===== config.mk =====
export PLATFORM = sky130hd
export DESIGN_NAME = tpm_top
export DESIGN_NICKNAME = d
export VERILOG_FILES = /design/src/core/tpm_sync.v /design/src/core/tpm_delay.v /design/src/core/tpm_top.v
export VERILOG_INCLUDE_DIRS = /design/src /design/src/core
export SDC_FILE = /design/constraint.sdc
export NUM_CORES = 1
export LEC_CHECK = 0
export BUFFER_PORTS_ARGS = -buffer_cell sky130_fd_sc_hd__buf_4
export CAP_MARGIN = 20
export CORE_MARGIN = 8
export CORE_UTILIZATION = 57
export DETAILED_ROUTE_END_ITERATION = 8
export PLACE_DENSITY = 0.84
export SETUP_SLACK_MARGIN = 0.05
export SLEW_MARGIN = 20
export SYNTH_ARGS = -nofsm -noshare
export SYNTH_HDL_FRONTEND = slang
export SYNTH_HIERARCHICAL = 1
export SYNTH_SLANG_ARGS = --single-unit

===== constraint.sdc =====
create_clock -name ref_clk -period 2.4 [get_ports ref_clk]
set_input_delay 0.36 -clock ref_clk [delete_from_list [all_inputs] [get_ports ref_clk]]
set_output_delay 0.36 -clock ref_clk [all_outputs]
set_load 0.05 [all_outputs]

===== src/core/tpm_defs.vh =====
// How it works
// single pwm, pol 0: low idle, match high
// single pwm, pol 1: high idle, match low
// capture on rising (0) or falling (1)
// compare disabled: output equals polarity bit
// compare enabled: output toggles on reload
// gated pol 0: count high, irq falling
// gated pol 1: count low, irq rising
// capcmp pol 0: start rising, capture later rising
// capcmp pol 1: start falling, capture later falling
// dual pwm pol 0: out low/comp high idle
// dual pwm pol 1: out high/comp low idle
// dual pwm: deadband delay before active level
// input synchronised, edges from successive samples
`ifndef TPM_DEFS_VH
`define TPM_DEFS_VH
// ****************************************
// register word addresses
// ****************************************
`define TPM_ADDR_CTRL 4'h0
`define TPM_ADDR_RELOAD 4'h1
`define TPM_ADDR_MATCH 4'h2
`define TPM_ADDR_COUNT 4'h3
`define TPM_ADDR_CAPTURE 4'h4
`define TPM_ADDR_STATUS 4'h5
`define TPM_ADDR_MASK 4'h6
`define TPM_ADDR_PINS 4'h7
// ****************************************
// control fields
// ****************************************
`define TPM_CTRL_EN 0
`define TPM_CTRL_POL 1
`define TPM_CTRL_MODE_LO 2
`define TPM_CTRL_MODE_HI 4
`define TPM_CTRL_DLY_LO 8
`define TPM_CTRL_DLY_HI 15
// ****************************************
// modes
// ****************************************
`define TPM_MODE_PWM1 3'h0
`define TPM_MODE_CAPT 3'h1
`define TPM_MODE_CMP 3'h2
`define TPM_MODE_GATED 3'h3
`define TPM_MODE_CAPCMP 3'h4
`define TPM_MODE_PWM2 3'h5
// ****************************************
// status bits and reset values
// ****************************************
`define TPM_ST_RELOAD 0
`define TPM_ST_CAPT 1
`define TPM_ST_GATE 2
`define TPM_ST_MATCH 3
`define TPM_CTRL_RST 32'h00000000
`define TPM_RELOAD_RST 16'hFFFF
`endif


===== src/core/tpm_sync.v =====
`timescale 1ns/10ps
// ****************************************
// two-stage synchroniser with edge detect
// ****************************************
module tpm_sync (
  input wire ref_clk, // system clock
  input wire reset_n, // sync reset, low
  input wire pin_in, // asynchronous pin
  output reg level, // synchronised level
  output wire rise, // one-cycle rising pulse
  output wire fall // one-cycle falling pulse
);
  reg meta;
  reg last;
  always @(posedge ref_clk) begin
    if (!reset_n) begin
      meta <= 1'b0;
      level <= 1'b0;
      last <= 1'b0;
    end else begin
      meta <= pin_in;
      level <= meta;
      last <= level;
    end
  end
  // edges compare successive synced samples only
  assign rise = level & ~last;
  assign fall = ~level & last;
endmodule


===== src/core/tpm_delay.v =====
`timescale 1ns/10ps
// ****************************************
// deadband delay before an active level
// ****************************************
module tpm_delay #(
  parameter W = 8 // width of delay count
) (
  input wire ref_clk, // system clock
  input wire reset_n, // sync reset, low
  input wire req, // wanted level is active
  input wire [W-1:0] delay, // cycles to wait
  output reg active // delayed active level
);
  reg [W-1:0] cnt;
  always @(posedge ref_clk) begin
    if (!reset_n) begin
      cnt <= {W{1'b0}};
      active <= 1'b0;
    end else if (!req) begin
      cnt <= {W{1'b0}};
      active <= 1'b0;
    end else if (cnt >= delay) begin
      active <= 1'b1;
    end else begin
      cnt <= cnt + {{(W-1){1'b0}}, 1'b1};
    end
  end
endmodule


===== src/core/tpm_top.v =====
`timescale 1ns/10ps
`include "tpm_defs.vh"
module tpm_top (
  input wire ref_clk, // 200 MHz system clock
  input wire reset_n, // sync reset, low
  input wire [3:0] avs_address, // word address
  input wire avs_read, // read strobe
  input wire avs_write, // write strobe
  input wire [31:0] avs_writedata, // write data
  input wire [3:0] avs_byteenable, // byte lanes
  output reg [31:0] avs_readdata, // read data
  output reg avs_waitrequest, // stall
  input wire timer_in, // timer input pin
  output reg timer_out, // timer output pin
  output reg timer_out_n, // complement output pin
  output reg irq // level interrupt
);
  // ****************************************
  // registers
  // ****************************************
  reg [31:0] timer_control_zero;
  reg [15:0] reload_val;
  reg [15:0] match_val;
  reg [15:0] count;
  reg [15:0] capture_val;
  reg [3:0] status;
  reg [3:0] mask;
  reg out_lvl;
  reg started;
  reg acked;
  wire en = timer_control_zero[`TPM_CTRL_EN];
  wire pol = timer_control_zero[`TPM_CTRL_POL];
  wire [2:0] mode =
    timer_control_zero[`TPM_CTRL_MODE_HI:`TPM_CTRL_MODE_LO];
  wire [7:0] pwm_deadband_delay =
    timer_control_zero[`TPM_CTRL_DLY_HI:`TPM_CTRL_DLY_LO];
  // ****************************************
  // input conditioning
  // ****************************************
  wire in_lvl;
  wire in_rise;
  wire in_fall;
  tpm_sync u_sync (
    .ref_clk(ref_clk),
    .reset_n(reset_n),
    .pin_in(timer_in),
    .level(in_lvl),
    .rise(in_rise),
    .fall(in_fall)
  );
  // polarity picks the active edge and level
  wire act_edge = pol ? in_fall : in_rise;
  wire gate_on = pol ? ~in_lvl : in_lvl;
  wire gate_end = pol ? in_rise : in_fall;
  // ****************************************
  // counter
  // ****************************************
  reg run;
  always @* begin
    case (mode)
      `TPM_MODE_GATED: run = en & gate_on;
      `TPM_MODE_CAPCMP: run = en & (started | act_edge);
      default: run = en;
    endcase
  end
  wire at_reload = run & (count == reload_val);
  wire at_match = run & (count == match_val);
  wire cap_now = en & act_edge &
    ((mode == `TPM_MODE_CAPT) |
     ((mode == `TPM_MODE_CAPCMP) & started));
  always @(posedge ref_clk) begin
    if (!reset_n) begin
      count <= 16'h0001;
      started <= 1'b0;
      capture_val <= 16'h0000;
    end else begin
      if (!en) begin
        started <= 1'b0;
      end else if (mode == `TPM_MODE_CAPCMP && act_edge) begin
        started <= 1'b1;
      end
      if (cap_now) begin
        capture_val <= count;
      end
      if (at_reload) begin
        count <= 16'h0001;
      end else if (run) begin
        count <= count + 16'h0001;
      end
    end
  end
  // ****************************************
  // output level
  // ****************************************
  always @(posedge ref_clk) begin
    if (!reset_n) begin
      out_lvl <= 1'b0;
    end else if (!en) begin
      out_lvl <= 1'b0;
      if (mode == `TPM_MODE_CMP) begin
        out_lvl <= pol;
      end
    end else if (mode == `TPM_MODE_CMP) begin
      if (at_reload) begin
        out_lvl <= ~out_lvl;
      end
    end else if (at_reload) begin
      out_lvl <= 1'b0;
    end else if (at_match) begin
      out_lvl <= 1'b1;
    end
  end
  // out_lvl 1 means active phase (after match)
  wire dual = (mode == `TPM_MODE_PWM2);
  wire main_act;
  wire comp_act;
  tpm_delay #(.W(8)) u_dly_main (
    .ref_clk(ref_clk),
    .reset_n(reset_n),
    .req(en & dual & out_lvl),
    .delay(pwm_deadband_delay),
    .active(main_act)
  );
  tpm_delay #(.W(8)) u_dly_comp (
    .ref_clk(ref_clk),
    .reset_n(reset_n),
    .req(en & dual & ~out_lvl),
    .delay(pwm_deadband_delay),
    .active(comp_act)
  );
  always @(posedge ref_clk) begin
    if (!reset_n) begin
      timer_out <= 1'b0;
      timer_out_n <= 1'b1;
    end else if (mode == `TPM_MODE_CMP) begin
      timer_out <= out_lvl;
      timer_out_n <= ~out_lvl;
    end else if (dual) begin
      // both pins sit inactive until their delay expires
      if (!en) begin
        timer_out <= pol;
        timer_out_n <= ~pol;
      end else begin
        timer_out <= main_act ? ~pol : pol;
        timer_out_n <= comp_act ? ~pol : pol;
      end
    end else begin
      timer_out <= out_lvl ^ pol;
      timer_out_n <= ~(out_lvl ^ pol);
    end
  end
  // ****************************************
  // interrupt status
  // ****************************************
  wire [3:0] events;
  assign events[`TPM_ST_RELOAD] = at_reload;
  assign events[`TPM_ST_CAPT] = cap_now;
  assign events[`TPM_ST_GATE] =
    en & (mode == `TPM_MODE_GATED) & gate_end;
  assign events[`TPM_ST_MATCH] = at_match;
  // writes commit at the edge where the answer is sampled
  wire wr_hit = avs_write & acked;
  wire [3:0] w1c = (wr_hit && avs_address == `TPM_ADDR_STATUS &&
    avs_byteenable[0]) ? avs_writedata[3:0] : 4'h0;
  always @(posedge ref_clk) begin
    if (!reset_n) begin
      status <= 4'h0;
      irq <= 1'b0;
    end else begin
      // a set in the same cycle beats the clear
      status <= (status & ~w1c) | events;
      irq <= |(((status & ~w1c) | events) & mask);
    end
  end
  // ****************************************
  // avalon slave: one wait cycle per access
  // ****************************************
  always @(posedge ref_clk) begin
    if (!reset_n) begin
      acked <= 1'b0;
      avs_waitrequest <= 1'b1;
      avs_readdata <= 32'h00000000;
      timer_control_zero <= `TPM_CTRL_RST;
      reload_val <= `TPM_RELOAD_RST;
      match_val <= 16'h0000;
      mask <= 4'h0;
    end else begin
      acked <= (avs_read | avs_write) & ~acked;
      avs_waitrequest <= ~((avs_read | avs_write) & ~acked);
      if (avs_read && !acked) begin
        case (avs_address)
          `TPM_ADDR_CTRL: avs_readdata <= timer_control_zero;
          `TPM_ADDR_RELOAD: avs_readdata <= {16'h0000, reload_val};
          `TPM_ADDR_MATCH: avs_readdata <= {16'h0000, match_val};
          `TPM_ADDR_COUNT: avs_readdata <= {16'h0000, count};
          `TPM_ADDR_CAPTURE: avs_readdata <= {16'h0000, capture_val};
          `TPM_ADDR_STATUS: avs_readdata <= {28'h0000000, status};
          `TPM_ADDR_MASK: avs_readdata <= {28'h0000000, mask};
          `TPM_ADDR_PINS: avs_readdata <=
            {29'h00000000, in_lvl, timer_out_n, timer_out};
          default: avs_readdata <= 32'h00000000;
        endcase
      end
      if (wr_hit) begin
        case (avs_address)
          `TPM_ADDR_CTRL: begin
            if (avs_byteenable[0])
              timer_control_zero[7:0] <= avs_writedata[7:0];
            if (avs_byteenable[1])
              timer_control_zero[15:8] <= avs_writedata[15:8];
          end
          `TPM_ADDR_RELOAD: begin
            if (avs_byteenable[0]) reload_val[7:0] <= avs_writedata[7:0];
            if (avs_byteenable[1])
              reload_val[15:8] <= avs_writedata[15:8];
          end
          `TPM_ADDR_MATCH: begin
            if (avs_byteenable[0]) match_val[7:0] <= avs_writedata[7:0];
            if (avs_byteenable[1]) match_val[15:8] <= avs_writedata[15:8];
          end
          `TPM_ADDR_MASK: begin
            if (avs_byteenable[0]) mask <= avs_writedata[3:0];
          end
          default: begin
          end
        endcase
      end
    end
  end
endmodule


==> After elaboration in Yosys (flattened, before gate mapping) <==
Index checks and enable logic that the tools add are counted.
{ "word_totals": {"elab_cells": 117, "inputBits": 45, "output_inout_bits": 36, "reg_bits": 148} }
{ "op_classes": {"eq_ne": 16, "reduce_logical": 19, "bitwise_logic": 32, "muxes": 20, "addsub": 3, "magnitude_cmp": 2} }
{ "ops": {"columns": ["operator", "count"], "rows": [
  ["case mux 16 bit (8 select lines)", 1],
  ["== test 16 bit", 2],
  ["AND reduction 3 bit", 7],
  ["2-to-1 mux 1 bit", 17],
  ["adder 16 x 1 -> 16 bit (second input constant)", 1],
  ["adder 8 x 1 -> 8 bit (second input constant)", 2],
  ["AND 1 bit", 16],
  ["== test 4 x 3 -> 1 bit (second input constant)", 4],
  ["greater-or-equal comparator 8 bit", 2],
  ["AND 4 bit", 2],
  ["== test 4 x 2 -> 1 bit (second input constant)", 2],
  ["NOT 1 bit", 8],
  ["AND reduction 2 bit", 4],
  ["== test 3 x 2 -> 1 bit (second input constant)", 2],
  ["== test 3 bit (second input constant)", 2],
  ["== test 4 x 1 -> 1 bit (second input constant)", 1],
  ["logical AND 1 bit", 4],
  ["logical NOT 4 bit", 1],
  ["2-to-1 mux 4 bit", 1],
  ["NOT 4 bit", 1],
  ["bitwise OR 4 bit", 1],
  ["OR reduction 4 bit", 1],
  ["== test 3 x 1 -> 1 bit (second input constant)", 1],
  ["inequality test 3 x 1 -> 1 bit (second input constant)", 1],
  ["other kinds (6)", 8]
]} }

==> Longest topological paths before layout <==
Gate-level depths: netlist of the first run.
{ "depth": {"ltp_word": 11, "depth_mapped": 8, "depth_no_buf": 7} }

==> By module <==
The synthesis of the first run kept the hierarchy.
{ "by_module_without_submodules": {"columns": ["module", "cells_per_inst", "seq_area_each_um2", "instances", "area_per_inst_um2"], "rows": [
  ["tpm_top", 619, 2222.1, 1, 5504.0],
  ["tpm_delay", 70, 180.2, 2, 573.0],
  ["tpm_sync", 8, 60.1, 1, 91.3]
]} }

==> Least setup slack after synthesis of the first run <==
No wires, ideal clock.
{ "synth_timing": {"kind": "register -> register", "start": "register timer_control_zero[10]", "end": "register u_dly_comp.cnt[5]", "period_less_slack_ns": 1.955, "stages_incl_launch_ff": 8, "t_arrival_ns": 1.884, "setup_time_ns": 0.071, "required_time_ns": 2.329, "path_buffers": 0, "path_slack_ns": 0.445, "path_cell_list": "dfxtp_1 > inv_1 > ha_1 > a211o_1 > a31oi_1 > o311ai_1 > or4_1 > a21oi_1"} }
{ "synth_via": {"elab_chain_len": 1} }
{ "synth_rtl": {"columns": ["element", "line", "text"], "rows": [
  ["start: declaration", "tpm_top.v:21", "reg [31:0] timer_control_zero;"],
  ["start signal: assignment", "tpm_top.v:183", "timer_control_zero <= `TPM_CTRL_RST;"],
  ["start signal: assignment", "tpm_top.v:210", "timer_control_zero[15:8] <= avs_writedata[15:8];"],
  ["greater-or-equal comparator 8 bit", "tpm_delay.v:22", "end else if (cnt >= delay) begin"],
  ["end signal: assignment", "tpm_delay.v:17", "cnt <= {W{1'b0}};"],
  ["end signal: assignment", "tpm_delay.v:20", "cnt <= {W{1'b0}};"],
  ["end signal: assignment", "tpm_delay.v:25", "cnt <= cnt + {{(W-1){1'b0}}, 1'b1};"],
  ["end: declaration", "tpm_delay.v:14", "reg [W-1:0] cnt;"]
]} }
No other way between the ends.
A chain may end at the register's enable or synchronous reset.

==> Worst setup path in the final report of the first run <==
{ "layout_timing": {"start": "register timer_control_zero[10]", "end": "register u_dly_main.cnt[5]"} }
{ "layout_via": {"elab_chain_len": 1} }
{ "layout_rtl": {"columns": ["element", "line"], "rows": [
  ["greater-or-equal comparator 8 bit", "tpm_delay.v:22"],
  ["end signal: assignment", "tpm_delay.v:17"],
  ["end signal: assignment", "tpm_delay.v:20"],
  ["end signal: assignment", "tpm_delay.v:25"],
  ["end: declaration", "tpm_delay.v:14"]
]} }
No other way between the ends.

==> results of run 1 <==
[timing repair]
| item | in CTS | in global routing |
|---|---|---|
| setup endpoints to repair | 0 | 9 |
| buffers inserted | 0 | 0 |
| endpoints found under the hold margin | 0 | 0 |
| resized for setup | 0 | 4 |
[cells in the final DEF (no fill, tap or decap), types with 14 or more instances in the layout]
cell type | synthesis | routed
nand3_1 | 35 | 35
xor2_1 | 19 | 19
ha_1 | 19 | 19
inv_1 | 28 | 27
o21ai_0 | 25 | 25
conb_1 | 1 | 16
dfxtp_1 | 132 | 131
buf_4 | 19 | 64
nor2_1 | 83 | 83
a21oi_1 | 37 | 37
nand2_1 | 65 | 65
a221oi_1 | 14 | 14
mux2i_1 | 59 | 59
clkbuf_16 | 0 | 17
xnor2_1 | 27 | 27
[flip-flops by register name, indices dropped and copies added, names as in the netlist, 4 cells and up]
name	flops
avs_readdata	16
capture_val	16
count	16
mask	4
match_val	16
reload_val	16
status	4
timer_control_zero	16
u_dly_comp/cnt	8
u_dly_main/cnt	8
[power breakdown]
part | internal [mW] | leakage, nW | switching, mW
logic | 0.104 | 1.43 | 0.273
clock network | 1.52 | 0.262 | 0.890
registers | 2.22 | 1.07 | 0.0189
[final cells by class]
class | count | area share (%)
clock buffer | 22 | 5.97
sequential | 132 | 34.8
clock inverter | 6 | 1.09
tap | 143 | 2.35
timing repair buffer | 64 | 6.32
inverter | 28 | 1.38
multi-input combinational | 549 | 48.1
[routing by layer]
metal  GRT usage, %  up-vias  part of all wire, %
met5              0        -                    0
met4           14.2        0                  3.9
li1               -     2748                    -
met3           5.87       66                  9.0
met1           26.7     2812                   39
met2           37.9      307                   48
[synth_stat cells, drive strengths merged, types with 3 or more instances]
library cell | count | area share, %
a221oi | 14 | 1.8
a211o | 4 | 0.52
o311ai | 3 | 0.39
or4 | 7 | 0.78
dfxtp | 132 | 39
a22oi | 3 | 0.33
nor4b | 3 | 0.48
and2 | 9 | 0.84
inv | 28 | 1.6
and4 | 6 | 0.78
nand3b | 3 | 0.33
buf | 39 | 3.8
nor3 | 12 | 0.89
and3 | 3 | 0.28
or3 | 7 | 0.65
nor2 | 84 | 4.7
nand2b | 9 | 0.84
o31ai | 8 | 1.1
a222oi | 13 | 1.9
nand3 | 35 | 2.6
o211ai | 3 | 0.33
clkbuf | 34 | 2.4
xor2 | 20 | 2.7
ha | 19 | 3.5
mux2i | 59 | 8.8
a21oi | 38 | 2.9
nor2b | 3 | 0.28
xnor2 | 27 | 3.5
o21ai | 25 | 1.9
nand2 | 65 | 3.6
nor4 | 9 | 0.93
a31oi | 7 | 0.65
nand4 | 13 | 1.2
[worst paths after layout]
path	startpoint	end	slack, ns
max	timer_control_zero[10]$_SDFFE_PN0P_	u_dly_main/cnt[5]$_SDFFE_PN0N_	0.15
min	timer_in	u_sync/meta$_SDFF_PN0_	0.15
max reg2reg	timer_control_zero[10]$_SDFFE_PN0P_	u_dly_main/cnt[5]$_SDFFE_PN0N_	0.15
min reg2reg	u_sync/meta$_SDFF_PN0_	u_sync/level$_SDFF_PN0_	0.45
[kinds of logic after synthesis]
logic type / Yosys count
other: 1
flip-flops: 132
AO/OA/AOI/OAI: 128
AND/OR/NAND/NOR: 278
multiplexers: 61
adder cells (fa/ha/maj): 19
XOR/XNOR: 47
buffers and inverters: 101
[per-stage QoR]
stage,area (µm²),instances,setup WS [ns]
floorplan,6800,782,0.445
global placement,7050,916,0.178
detailed placement,7050,916,0.140
CTS,7580,944,0.114
global route,7610,944,0.0777
finish,7610,944,0.146
[critical path, cell delays in order (launching register included)]
cell	delay, ns
dfxtp_2	0.36
inv_1	0.06
ha_1	0.30
a211o_1	0.30
a31oi_1	0.18
o311ai_1	0.12
buf_4	0.20
or4_1	0.51
a21oi_1	0.15
==> impl_metrics.yaml, run 1 <==
yosys:
  synth-seq-cells: 132
  synthAdderAreaFrac_pct: 3.53
  syn_area_per_cell_um2: 8.79
  synthCells: 767
  muxShareOfSynthArea_pct: 9.09
  synthFlopType: "dfxtp_1"
  synth_top_family_by_area: "simple AND/OR/NAND/NOR gates"
  synth-compound-area-share_pct: 13.4
  yosys.area_share.simple_pct: 20.7
  syn_area_um2: 6740
  synthArstFlopShare_pct: 0
  synth_xor_xnor_area_share_pct: 6.22
  ys_warn_count: 6
  synth-edff-count: 0
  ys_seq_area_share_pct: 39.2
  synth.distinct_cells: 65
power_and_ir_drop:
  finalPower_mw: 5.03
  power.leakage_nw: 2.76
  peakVddDrop_uv: 577
  powerDensity_nw_per_um2: 661
routing:
  vias: 5933
  firstDrtPassIters: 6
  via_per_inst: 6.28
  ant_nets: 0
  routed_wl_mm: 18.4
  wl_per_cell_um: 19.4
  drt_iter0_drc: 691
  drcViolationCount: 0
timing:
  min_period_ns: 2.25
  finalHoldViolCount: 0
  setup_tns_ns: 0
  fin_skew_ns: 0.00781
  rsz0062_at_grt: "false"
  period_share_pct: 93.9
  worst_pin_slew_ns: 0.808
  slew_violations: 0
  finalSetupViolations: 0
  fmax_mhz: 444
  max-slew-margin-rel_pct: 46.1
  whs_ns: 0.153
clock_tree:
  clkTransAtPathRegs_ns: 0.05
  numClockSinks: 132
  numCtsBuffers: 17
  cts_root_buf: "clkbuf_16"
  clk_latency_ns: 0.42
  cts_hold_buf: 0
  htree_levels: 4
  cts_tree: "yes"
  clock_tree.buffer_depth: 2
floorplan:
  chipWidth_um: 125
  row_count: 39
  start_util_pct: 58.8
  die_y_um: 125
  fp.dieArea_um2: 15600
  io_pins: 81
  core-area_um2: 11500
critical_path:
  end_kind: "register"
  start_kind: "register"
  cp.required_ns: 2.75
  cp_max_fo: 16
  cp.arrival_ns: 2.60
  reg2reg_depth: 8
  path_class: "register to register"
min_path:
  hold_path_class: "primary input to register"
  holdPathStages: 2
cells_and_area:
  finish.net_count: 856
  antennaDiodeCount: 0
  syn_to_final_growth_pct: 12.8
  ff_latch_area_um2: 2640
  nFillCells: 887
  drive_above_1_share_pct: 13.6
  multi_input_area_um2: 3660
  fin_util_pct: 66.3
grt:
  grt_remaining_overflow: 0
  grt_usage_pct: 23.2
  antenna_found_initial: 0
  grt_pass1_wl_mm: 29.4
  grt_max_degree: 48
  grt_pass1_vias: 5843
place:
  portBuffers: 46
  dp_hpwl_mm: 12.9
  place_congestion: 0.924
run:
  max-cap-violations: 0
outcome:
  status: "completed"
Note: power is estimated with default switching activity, not from simulation.
==> run 2, diff against run 1 <==
--- a/config.mk
+++ b/config.mk
@@ -9,9 +9,9 @@
 export BUFFER_PORTS_ARGS = -buffer_cell sky130_fd_sc_hd__buf_4
 export CAP_MARGIN = 20
 export CORE_MARGIN = 8
-export CORE_UTILIZATION = 57
+export CORE_UTILIZATION = 59
 export DETAILED_ROUTE_END_ITERATION = 8
-export PLACE_DENSITY = 0.84
+export PLACE_DENSITY = 0.87
 export SETUP_SLACK_MARGIN = 0.05
 export SLEW_MARGIN = 20
 export SYNTH_ARGS = -nofsm -noshare
==> impl_metrics.yaml, run 2 (synthesized netlist as in run 1, its figures left out) <==
outcome:
  status: "completed"
run:
  max-cap-violations: 0
cells_and_area:
  layout_common_cells: "dfxtp_1, nor2_1, buf_4, nand2_1, mux2i_1"
  finish.net_count: 865
  nFillCells: 759
  fin_util_pct: 68.9
  antennaDiodeCount: 0
  finalInstanceArea_um2: 7770
  layout_commonest_cell: "dfxtp_1"
  layoutNonFillerInstCount: 956
  syn_to_final_growth_pct: 15.2
  drive_above_1_share_pct: 15.6
routing:
  ant_nets: 0
  drt_iter0_drc: 817
  vias: 6217
  firstDrtPassIters: 6
  via_per_inst: 6.50
  drcViolationCount: 0
  routed_wl_mm: 19.6
  wl_per_cell_um: 20.5
power_and_ir_drop:
  power.leakage_nw: 2.84
  powerDensity_nw_per_um2: 675
  peakVddDrop_uv: 390
floorplan:
  die_y_um: 123
  chipWidth_um: 123
  row_count: 39
  io_pins: 81
  fp.dieArea_um2: 15100
  start_util_pct: 59.8
  core-area_um2: 11300
timing:
  rsz0062_at_grt: "false"
  slew_violations: 0
  worst_pin_slew_ns: 0.762
  finalSetupViolations: 0
  fin_skew_ns: 0.0122
  fmax_mhz: 428
  finalHoldViolCount: 0
  min_period_ns: 2.33
  period_share_pct: 97.2
  fin_ws_ns: 0.0660
  max-slew-margin-rel_pct: 49.2
critical_path:
  cp.arrival_ns: 2.67
  end_kind: "register"
  cpPeakStageDelay_ns: 0.54
  cp_max_fo: 8
  start_kind: "register"
  path_cells: "buf_4 > inv_1 > ha_1 > a211o_1 > a31oi_2 > o311ai_4 > or4_1 > a21oi_1"
  cp.required_ns: 2.74
  path_class: "register to register"
  critPathSlowestCell: "or4_1"
place:
  place_congestion: 0.925
  dp_slack_ns: -0.0404
  placed_area_um2: 7110
  place.detailed.instances: 924
  portBuffers: 46
  dp_hpwl_mm: 12.8
clock_tree:
  cts_hold_buf: 0
  cts_tree: "yes"
  htree_levels: 4
  numCtsBuffers: 17
  clk_latency_ns: 0.42
  clock_tree.buffer_depth: 2
  cts_root_buf: "clkbuf_16"
  clkTransAtPathRegs_ns: 0.06
  numClockSinks: 132
grt:
  grt_pass1_wl_mm: 31.0
  grt_usage_pct: 25.9
  grt_remaining_overflow: 0
  grt_pass1_vias: 6001
  grt_max_degree: 40
  antenna_found_initial: 0
min_path:
  hold_path_class: "primary input to register"
-- run 2: worst max-delay path, delay by kind of cell, from the launching register on --
kind                       cells  cell delay, ns
and+or+nand+nor                1            0.54
DFF                            1            0.34
adders and majority gates      1            0.32
buffers and inverters          2            0.17
AOI/OAI and AO/OA              4            0.89
-- run 2: stage by stage --
step,total power [mW],hold slack (ns),setup TNS (ns)
3_3_place_gp,2.64,0.413,0
4_1_cts,5.23,0.149,0
5_1_grt,5.37,0.158,0
6_report,5.25,0.156,0
3_5_place_dp,2.64,0.415,-0.0404
2_1_floorplan,2.54,0.406,0
-- run 2: where the power goes --
group	total, mW	leakage [nW]	switching [mW]	internal [mW]
Clock	2.64	0.289	0.983	1.66
Sequential	2.24	1.07	0.0175	2.22
Combinational	0.372	1.48	0.268	0.104
Total	5.25	2.84	1.27	3.98
-- run 2: layout make-up --
type,count,area [µm²],area share (%)
well taps,143,179,2.30
clock inverters,12,155,2.00
repair buffers,73,548,7.06
multi-input cells,549,3690,47.5
inverters,28,105,1.35
clock buffers,19,443,5.70
flip-flops and latches,132,2640,34.0
-- run 2: worst paths after layout --
| path | from | end | slack [ns] | cells past startpoint |
|---|---|---|---|---|
| setup / recovery | timer_control_zero[10]$_SDFFE_PN0P_ | u_dly_main/cnt[7]$_SDFFE_PN0N_ | 0.07 | 8 |
| hold / removal | timer_in | u_sync/meta$_SDFF_PN0_ | 0.16 | 2 |
| setup reg to reg | timer_control_zero[10]$_SDFFE_PN0P_ | u_dly_main/cnt[7]$_SDFFE_PN0N_ | 0.07 | 8 |
| hold reg to reg | u_sync/meta$_SDFF_PN0_ | u_sync/level$_SDFF_PN0_ | 0.43 | 1 |
-- run 2: what timing repair did --
action                     in CTS  in global routing
setup endpoints to repair       5                 13
setup buffers                   0                  1
pin swaps                       0                  1
gates resized for setup         1                  7
-- run 2: routing by layer --
| metal | routed length, µm | share of wire, % | vias to the layer above | global-route usage, % |
|---|---|---|---|---|
| met1 | 7410 | 38 | 2919 | 30.9 |
| li1 | - | - | 2759 | - |
| met2 | 9180 | 47 | 449 | 42.1 |
| met3 | 2120 | 11 | 90 | 7.49 |
| met4 | 844 | 4.3 | 0 | 12.6 |
| met5 | 0 | 0 | - | 0 |
